`config.mk`:
```
export PLATFORM = sky130hd
export DESIGN_NAME = debug_address_attribute_match
export DESIGN_NICKNAME = d
export VERILOG_FILES = /design/src/dbg_attr_pkg.sv /design/src/debug_address_attribute_match.sv
export SDC_FILE = /design/constraint.sdc
export NUM_CORES = 1
export LEC_CHECK = 0
export BUFFER_PORTS_ARGS = -buffer_cell sky130_fd_sc_hd__clkbuf_2
export CAP_MARGIN = 40
export CORE_UTILIZATION = 45
export DETAILED_ROUTE_END_ITERATION = 12
export GPL_TIMING_DRIVEN = 0
export PLACE_DENSITY = 0.92
export SLEW_MARGIN = 40
export SYNTH_ARGS = -nofsm -noshare
export SYNTH_HDL_FRONTEND = slang
export SYNTH_SLANG_ARGS = --single-unit
```
`constraint.sdc`:
```
create_clock -name mclk_i -period 2.5 [get_ports mclk_i]
set_input_delay 0.625 -clock mclk_i [delete_from_list [all_inputs] [get_ports mclk_i]]
set_output_delay 0.625 -clock mclk_i [all_outputs]
set_load 0.01 [all_outputs]
```
`src/dbg_attr_pkg.sv`:
```
// constants and types for the debug address-attribute match block
package dbg_attr_pkg;
  localparam logic [4:0]  DRC_TRIG_ATTR    = 5'h06;  // trigger attribute compare
  localparam logic [4:0]  DRC_TRIG_DEF     = 5'h07;  // trigger definition
  localparam logic [15:0] TRIG_ATTR_RESET  = 16'h0005;
  localparam logic [7:0]  PORT_ATTR_RESET  = 8'h05;
  localparam int          DIR_BIT          = 7;
  localparam int          SZ_LSB           = 5;
  localparam int          TK_LSB           = 3;
  localparam int          TM_LSB           = 0;
  localparam int          DIR_MASK_BIT     = 15;
  localparam int          SZ_MASK_LSB      = 13;
  localparam int          TK_MASK_LSB      = 11;
  localparam int          TM_MASK_LSB      = 8;
  localparam int          PROG_LOW_BITS    = 5;
  // size encodings
  localparam logic [1:0]  SIZE_LONG        = 2'h0;
  localparam logic [1:0]  SIZE_BYTE        = 2'h1;
  localparam logic [1:0]  SIZE_WORD        = 2'h2;
  // transfer kind encodings
  localparam logic [1:0]  TK_NORMAL        = 2'h0;
  localparam logic [1:0]  TK_EXT_DMA       = 2'h1;
  localparam logic [1:0]  TK_EMULATOR      = 2'h2;
  localparam logic [1:0]  TK_ACK_CPU       = 2'h3;
  // modifier encodings
  localparam logic [2:0]  TM_CPU_SPACE     = 3'h0;
  localparam logic [2:0]  TM_USER_DATA     = 3'h1;
  localparam logic [2:0]  TM_USER_CODE     = 3'h2;
  localparam logic [2:0]  TM_IACK_MAX      = 3'h4;

  typedef enum logic [1:0] {
    SPACE_NORMAL,
    SPACE_EXT_DMA,
    SPACE_EMULATOR,
    SPACE_ACK_CPU
  } space_kind_t;
endpackage

```
`src/debug_address_attribute_match.sv`:
```
// debug address-attribute registers and local bus attribute comparator
// Functional notes
// - debug commands load direction and size; port loads low five
// - trigger attribute write also loads port attributes
// - port attributes reset to supervisor data 0x05
// - direction bit: 1 read, 0 write
// - size codes: long, byte, word, reserved
// - transfer kind codes: normal, emulator, acknowledge
// - kind 01 means external/DMA for commands
// - direction mask excludes direction from compare
// - size mask bits exclude size bits
// - kind mask bits exclude kind bits
// - modifier mask bits exclude modifier bits
// - compare against local bus attributes per definition
// - writable as debug control register 0x06
// - modifier meaning depends on transfer kind
// - trigger definition write clears trigger status
`timescale 1ns/10ps
module debug_address_attribute_match
  import dbg_attr_pkg::*;
(
  input  wire logic                  mclk_i,           // core clock
  input  wire logic                  reset_i,          // sync reset, active high
  input  wire logic                  ctl_wr_i,         // debug control register write strobe
  input  wire logic [4:0]            ctl_addr_i,       // debug control register number
  input  wire logic [31:0]           ctl_wdata_i,      // debug control write data
  input  wire logic                  cmd_mem_i,        // memory command issued on debug port
  input  wire logic                  cmd_read_i,       // command direction, 1 read
  input  wire logic [1:0]            cmd_size_i,       // command size code
  input  wire logic                  attr_wr_i,        // port write of low attribute bits
  input  wire logic [4:0]            attr_wdata_i,     // transfer kind and modifier
  input  wire logic                  bus_valid_i,      // local bus access in progress
  input  wire logic                  bus_read_i,       // local bus direction, 1 read
  input  wire logic [1:0]            bus_size_i,       // local bus size
  input  wire logic [1:0]            bus_kind_i,       // local bus transfer kind
  input  wire logic [2:0]            bus_mod_i,        // local bus transfer modifier
  output logic [7:0]                 port_attr_o,      // attributes for debug memory commands
  output dbg_attr_pkg::space_kind_t  port_space_o,     // decoded command space kind
  output logic                       port_attr_rsvd_o, // command attributes use reserved code
  output logic                       attr_match_o,     // qualified attribute match, registered
  output logic                       trig_status_clr_o // pulse: clear trigger status bits
);
  import dbg_attr_pkg::*;

  logic [15:0] trig_attr_r;
  logic [7:0]  port_attr_r;
  logic        match_r;
  logic        clr_r;
  logic        trig_attr_wr;
  logic [7:0]  bus_attr;
  logic [7:0]  care;

  // reserved combination check, applied only to the command attributes (port_attr_r)
  function automatic logic attr_reserved(input logic [7:0] a, input logic cmd);
    logic [1:0] sz;
    logic [1:0] tk;
    logic [2:0] tm;
    sz = a[SZ_LSB +: 2];
    tk = a[TK_LSB +: 2];
    tm = a[TM_LSB +: 3];
    attr_reserved = 1'b0;
    if (sz == 2'h3) begin
      attr_reserved = 1'b1;
    end
    // the modifier is only meaningful once the transfer kind is known
    case (tk)
      TK_NORMAL: begin
        if (tm != TM_USER_DATA && tm != TM_USER_CODE) begin
          attr_reserved = 1'b1;
        end
      end
      TK_EXT_DMA: begin
        // only commands may use this code; with cmd low it stays reserved
        if (!cmd) begin
          attr_reserved = 1'b1;
        end
      end
      TK_EMULATOR: begin
        attr_reserved = 1'b1;
      end
      default: begin
        if (tm > TM_IACK_MAX) begin
          attr_reserved = 1'b1;
        end
      end
    endcase
  endfunction

  assign trig_attr_wr = ctl_wr_i && (ctl_addr_i == DRC_TRIG_ATTR);

  always_ff @(posedge mclk_i) begin
    if (reset_i) begin
      trig_attr_r <= TRIG_ATTR_RESET;
    end else if (trig_attr_wr) begin
      trig_attr_r <= ctl_wdata_i[15:0];
    end
  end

  // a write of the trigger register wins over a same-cycle command load
  always_ff @(posedge mclk_i) begin
    if (reset_i) begin
      port_attr_r <= PORT_ATTR_RESET;
    end else if (trig_attr_wr) begin
      port_attr_r <= ctl_wdata_i[7:0];
    end else begin
      if (cmd_mem_i) begin
        port_attr_r[DIR_BIT] <= cmd_read_i;
        port_attr_r[SZ_LSB +: 2] <= cmd_size_i;
      end
      if (attr_wr_i) begin
        port_attr_r[PROG_LOW_BITS-1:0] <= attr_wdata_i;
      end
    end
  end

  // mask bits set mean "don't care"
  assign care = ~{trig_attr_r[DIR_MASK_BIT],
                  trig_attr_r[SZ_MASK_LSB +: 2],
                  trig_attr_r[TK_MASK_LSB +: 2],
                  trig_attr_r[TM_MASK_LSB +: 3]};
  assign bus_attr = {bus_read_i, bus_size_i, bus_kind_i, bus_mod_i};

  // registered to keep the compare off the bus critical path; the
  // trigger definition logic consumes it one cycle after the access
  always_ff @(posedge mclk_i) begin
    if (reset_i) begin
      match_r <= 1'b0;
    end else begin
      match_r <= bus_valid_i &&
                 (((bus_attr ^ trig_attr_r[7:0]) & care) == 8'h00);
    end
  end

  always_ff @(posedge mclk_i) begin
    if (reset_i) begin
      clr_r <= 1'b0;
    end else begin
      clr_r <= ctl_wr_i && (ctl_addr_i == DRC_TRIG_DEF);
    end
  end

  assign port_attr_o       = port_attr_r;
  assign port_space_o      = space_kind_t'(port_attr_r[TK_LSB +: 2]);
  assign port_attr_rsvd_o  = attr_reserved(port_attr_r, 1'b1);
  assign attr_match_o      = match_r;
  assign trig_status_clr_o = clr_r;
endmodule

```
## After elaboration in Yosys (flattened, before gate mapping)

Index checks and enable logic that the tools add are counted.
W data, S select, Z words.

| word-level totals | value |
|---|---|
| memory bits (read-only) | 0 |
| bits of input ports | 59 |
| RAM bits | 0 |
| output and inout port bits | 13 |
| latch bits | 0 |
| register bits after elaboration | 26 |
| memories | 0 |
| logic and storage cells | 31 |

| cells by class | value |
|---|---|
| reduce and logical (&&, ||, !) cells | 8 |
| div/mod/pow operators | 0 |
| add/sub/neg operators | 0 |
| equality and inequality tests | 7 |
| multiply operators | 0 |
| shift-type cells | 0 |
| bitwise gates (word level) | 3 |
| muxes and demuxes | 7 |
| $lt $le $gt $ge | 1 |

Operator list:

| cell | number |
|---|---|
| $eq A5 B3 Y1 const B | 2 |
| $and A8 B8 Y8 | 1 |
| $logic_not A8 Y1 | 1 |
| $mux W8 | 1 |
| $not A8 Y8 | 1 |
| $xor A8 B8 Y8 | 1 |
| $mux W5 | 1 |
| $eq A2 B2 Y1 const B | 2 |
| $logic_and A1 B1 Y1 | 4 |
| $reduce_bool A2 Y1 | 2 |
| $gt A3 B3 Y1 const B | 1 |
| $mux W1 | 3 |
| $mux W3 | 1 |
| $ne A3 B1 Y1 const B | 1 |
| $ne A3 B2 Y1 const B | 1 |
| $pmux W1 S3 | 1 |
| $eq A2 B1 Y1 const B | 1 |
| $logic_not A2 Y1 | 1 |

## Depth between registers and ports, before layout

| logic depth | value |
|---|---|
| depth after elaboration | 4 |
| gate-level depth with buffers | 5 |
| gate-level depth less buffers | 4 |

## Least setup slack after synthesis

OpenSTA, ideal clock, no wires.

| timing | value |
|---|---|
| path kind | input-to-reg |
| start | in bus_mod_i[2] |
| end | reg match_r (netlist: attr_match_o) |
| setup time | 0.087 ns |
| data arrival time | 1.536 ns |
| cell stages on the path | 4 |
| path buffers | 0 |
| required time | 2.413 ns |
| setup slack | 0.876 ns |
| path through | xnor2_1 -> o22ai_1 -> or4_1 -> nor4b_2 |

| between the ends | value |
|---|---|
| longest elaborated chain between the ends | 4 |

RTL lines:

| what | line | source |
|---|---|---|
| start: declaration | debug_address_attribute_match.sv:36 | `input wire logic [2:0] bus_mod_i,` |
| $xor A8 B8 Y8 | debug_address_attribute_match.sv:130 | `(((bus_attr ^ trig_attr_r[7:0]) & care) == 8'h00);` |
| $and A8 B8 Y8 | debug_address_attribute_match.sv:130 |  |
| $logic_not A8 Y1 | debug_address_attribute_match.sv:130 |  |
| $logic_and A1 B1 Y1 | debug_address_attribute_match.sv:129 | `match_r <= bus_valid_i &&` |
| end signal: assignment | debug_address_attribute_match.sv:129 |  |
| end: declaration | debug_address_attribute_match.sv:47 | `logic match_r;` |

Every way passes these cells.
A chain may end at the register's enable or synchronous reset.

## Final worst setup path

| timing | value |
|---|---|
| start | reg port_attr_r[2] (netlist: port_attr_o[2]) |
| end | out port_attr_rsvd_o |

| between the ends | value |
|---|---|
| longest elaborated chain between the ends | 4 |
| elaborated cells on any way between the ends | 7 |
| classes of those cells | order compare: 1; eq/ne: 2; mux: 3; reduce/logical: 1 |

RTL lines:

| what | line | source |
|---|---|---|
| start: declaration | debug_address_attribute_match.sv:46 | `logic [7:0] port_attr_r;` |
| start signal: assignment | debug_address_attribute_match.sv:104 | `port_attr_r <= ctl_wdata_i[7:0];` |
| start signal: indexed assignment | debug_address_attribute_match.sv:107 | `port_attr_r[DIR_BIT] <= cmd_read_i;` |
| start signal: indexed assignment | debug_address_attribute_match.sv:108 | `port_attr_r[SZ_LSB +: 2] <= cmd_size_i;` |
| branches (longest 3 deep; another with $gt A3 B3 Y1) | - |  |
| $pmux W1 S3 (*) | debug_address_attribute_match.sv:66 | `case (tk)` |
| end: declaration | debug_address_attribute_match.sv:39 | `output logic port_attr_rsvd_o,` |

Mark *: on every way between the ends.

==> metrics.md <==
| Metric | Value |
|---|---|
| Warnings from Yosys | `0` |
| Final Skew | `0.00124 ns` |
| Setup-failing EPs final | `0` |
| Final setup TNS | `0 ns` |
| Slew @ Worst Pin | `0.423 ns` |
| MaxCap Viol Count | `0` |
| CP max stage delay | `0.42 ns` |
| Number of vias in the routed layout | `1035` |
| Total GRT Usage | `0.192` |
| CP endpoint | `port_attr_rsvd_o` |
| Worst R2R Start | `trig_attr_r[2]` |
| Ys flop type | `dfxtp_1` |
| Synth area leader | `dfxtp_1` |
| Synth area leaders | `dfxtp_1 45%, mux2i_1 20%, nor2_1 8.4%, xnor2_1 6.0%, a211oi_1 3.9%` |
| Clock buffers created by TritonCTS | `3` |
| Core footprint | `0.00245 mm2` |
| Fin nets | `236` |
| Htree depth | `1` |
| Largest net degree at the start of global routing | `15` |
| Later-pin clock latency in the skew report | `0.32 ns` |
| TritonCTS clock tree | `done` |
| Pins over their slew limit | `0` |
| Die width | `52.9 um` |
| FF-to-FF End | `attr_match_o` |
| Antenna violations before repair | `0` |
| Post-Layout Cell Count | `206` |
| Clk sinks | `26` |
| Worst slew margin | `0.718` |
| Worst Path Arrival | `1.32 ns` |
| Avg Inst Size Synth | `9.79 um2` |
| Reg clk slew, reported paths | `0.13 ns` |
| Critical path, cell by cell | `nor2_1 > a21oi_1 > o22ai_1 > o21ai_0 > clkbuf_2` |
| First-pass GRT wire length | `3790 um` |
| R2R setup slack | `1.05 ns` |
| Final design utilization | `0.613` |
| Critical path type | `reg2out` |
| Crit end category | `output pin` |
| Row count | `18` |
| Achievable Freq | `513 MHz` |
| Iter 0 DRT Violations | `7` |
| Share of the synthesized area in the top cell type | `0.447` |
| Final worst path period share | `0.780` |
| N_diodes | `0` |
| Io pins | `72` |
| R2R depth | `4` |
| Hold Fails Final Rpt | `0` |
| Hold crit path type | `reg2reg` |
| Vias per cell | `5.02` |
| Clk buf depth | `2` |
| Critical Path Fanout Max | `5` |
| GR Overflow Total | `0` |
| Max VDD drop | `0.490 mV` |
| Final hold slack | `0.518 ns` |
| Post-synth EDFFs | `0` |
| Routability cong. | `0.656` |
| Full die area | `0.00280 mm2` |
| Setup crit start | `port_attr_o[2]` |
| IO buf count | `53` |
| Clk root buf | `clkbuf_4` |
| Drt drc | `0` |
| Antenna Violating Nets Remaining | `0` |
| Static Leak | `0.800 nW` |
| CTS Hold Bufs | `0` |
| Number of synthesized register bits | `26` |
| Detailed Place HPWL | `1960 um` |
| Vias in the first global route | `929` |
| Worst Min Path Start | `trig_attr_r[11]` |
| Drt pass-1 iters | `4` |
| Synth cell count leaders | `26 x dfxtp_1, 26 x nor2_1, 23 x mux2i_1, 8 x xnor2_1, 6 x a211oi_1` |
| Min Tclk post-route | `1.95 ns` |
| Async set-reset flop share out of synthesis | `0` |
| Setup bufs post-CTS | `0` |
| Fill count | `220` |
| Post-cts sizing count | `0` |
| Post-synthesis cell count | `119` |
| Wire per inst | `11.9 um` |
| CP required | `1.88 ns` |
| Die height | `52.9 um` |
| RSZ-0062 raised after global routing | `no` |
| Starting density of the core | `0.475` |
| Share of cells above drive strength 1 | `0.369` |
| Syn_nets | `178` |
| Synthesized area | `0.00116 mm2` |
| Max stage delay cell, worst path | `dfxtp_1` |
| P&R area growth vs syn | `29.1%` |
| CP startpoint kind | `flop` |
| Placed Cells incl. Taps | `202` |
| Routed Wire Length | `2440 um` |
| Pwr Density | `500 mW/mm2` |
| Status | `finished, final reports clean` |
| Seq/Total Area, Yosys | `0.447` |
| Netlist cell types | `23` |
## worst max-delay path, delay by kind of cell (launching register included)
| kind | cells | cell delay, ns |
|---|---|---|
| buffers and inverters | 1 | 0.15 |
| flip-flops | 1 | 0.42 |
| AND/OR/NAND/NOR | 1 | 0.06 |
| AO/OA/AOI/OAI | 3 | 0.37 |
## power by group
part / leakage, nW / total (mW) / switching, mW / internal [mW]
combinational: 0.568 / 0.104 / 0.0452 / 0.0591
clock: 0.0210 / 0.213 / 0.124 / 0.0892
sequential: 0.211 / 0.435 / 0.00997 / 0.425
## stage by stage
stage | power [mW] | area [um2] | worst slack (ns)
after floorplan | 0.495 | 1160 | 0.876
after global placement | 0.547 | 1470 | 0.720
after detailed placement | 0.549 | 1470 | 0.676
after CTS | 0.756 | 1500 | 0.534
after global routing | 0.785 | 1500 | 0.355
final | 0.752 | 1500 | 0.551
## registers in the layout, indices dropped and copies added, names as in the netlist
signal	flops
trig_attr_r	16
port_attr_o	8
attr_match_o	1
trig_status_clr_o	1
## cell families (layout without fill, tap and decap cells)
logic type             count (synthesis)  count (layout)  share of synthesized area
AND/OR/NAND/NOR                       37              37                      0.162
flip-flops                            26              26                      0.447
multiplexers                          23              23                      0.198
AO/OA/AOI/OAI                         16              16                     0.0945
buffers and inverters                  9              66                     0.0387
XOR/XNOR                               8               8                     0.0602
## layer usage
metal  up-vias  part of all wire  track usage
li1        528                 -            -
met4         0             0.016       0.0921
met5         -                 0            0
met1       464              0.44        0.228
met3         5             0.067       0.0632
met2        38              0.48        0.310
## area by class of cell
type	instances	area [um2]	share of cell area
multi-input cells	84	599	0.399
flip-flops and latches	26	520	0.346
plain buffers	9	45.0	0.0300
repair buffers	53	265	0.176
clock buffers	4	36.3	0.0241
well taps	30	37.5	0.0250
## cell usage in the layout (no fill, tap or decap)
| master | synthesis | layout |
|---|---|---|
| clkbuf_2 | 0 | 53 |
| nor2_1 | 26 | 26 |
| dfxtp_1 | 26 | 26 |
| mux2i_1 | 23 | 23 |
| xnor2_1 | 8 | 8 |
| a211oi_1 | 6 | 6 |
| o22ai_1 | 4 | 4 |
| o21bai_1 | 4 | 4 |
| buf_2 | 3 | 3 |
| clkbuf_1 | 3 | 3 |
| clkbuf_4 | 0 | 3 |
| and2_0 | 2 | 2 |
| buf_4 | 2 | 2 |
| nor2b_1 | 1 | 1 |
| a21oi_1 | 1 | 1 |
| nand2_1 | 1 | 1 |
| o21ai_0 | 1 | 1 |
| and4bb_2 | 1 | 1 |
| nand3b_1 | 1 | 1 |
| and2b_1 | 1 | 1 |
| buf_1 | 1 | 1 |
| or4_1 | 1 | 1 |
| nor4b_2 | 1 | 1 |
| and4b_1 | 1 | 1 |
| and2b_2 | 1 | 1 |
| clkbuf_8 | 0 | 1 |
## worst min path at each step
stage / endpoint / slack [ns] / cells after the start
4_1_cts: trig_attr_r[13] / 0.52 / 3
3_3_place_gp: trig_attr_r[15] / 0.48 / 2
2_1_floorplan: trig_attr_r[12] / 0.46 / 2
3_5_place_dp: trig_attr_r[13] / 0.49 / 2
5_1_grt: trig_attr_r[11] / 0.52 / 3
6_report: trig_attr_r[11] / 0.52 / 2
Note: power is estimated with default switching activity, not from simulation.
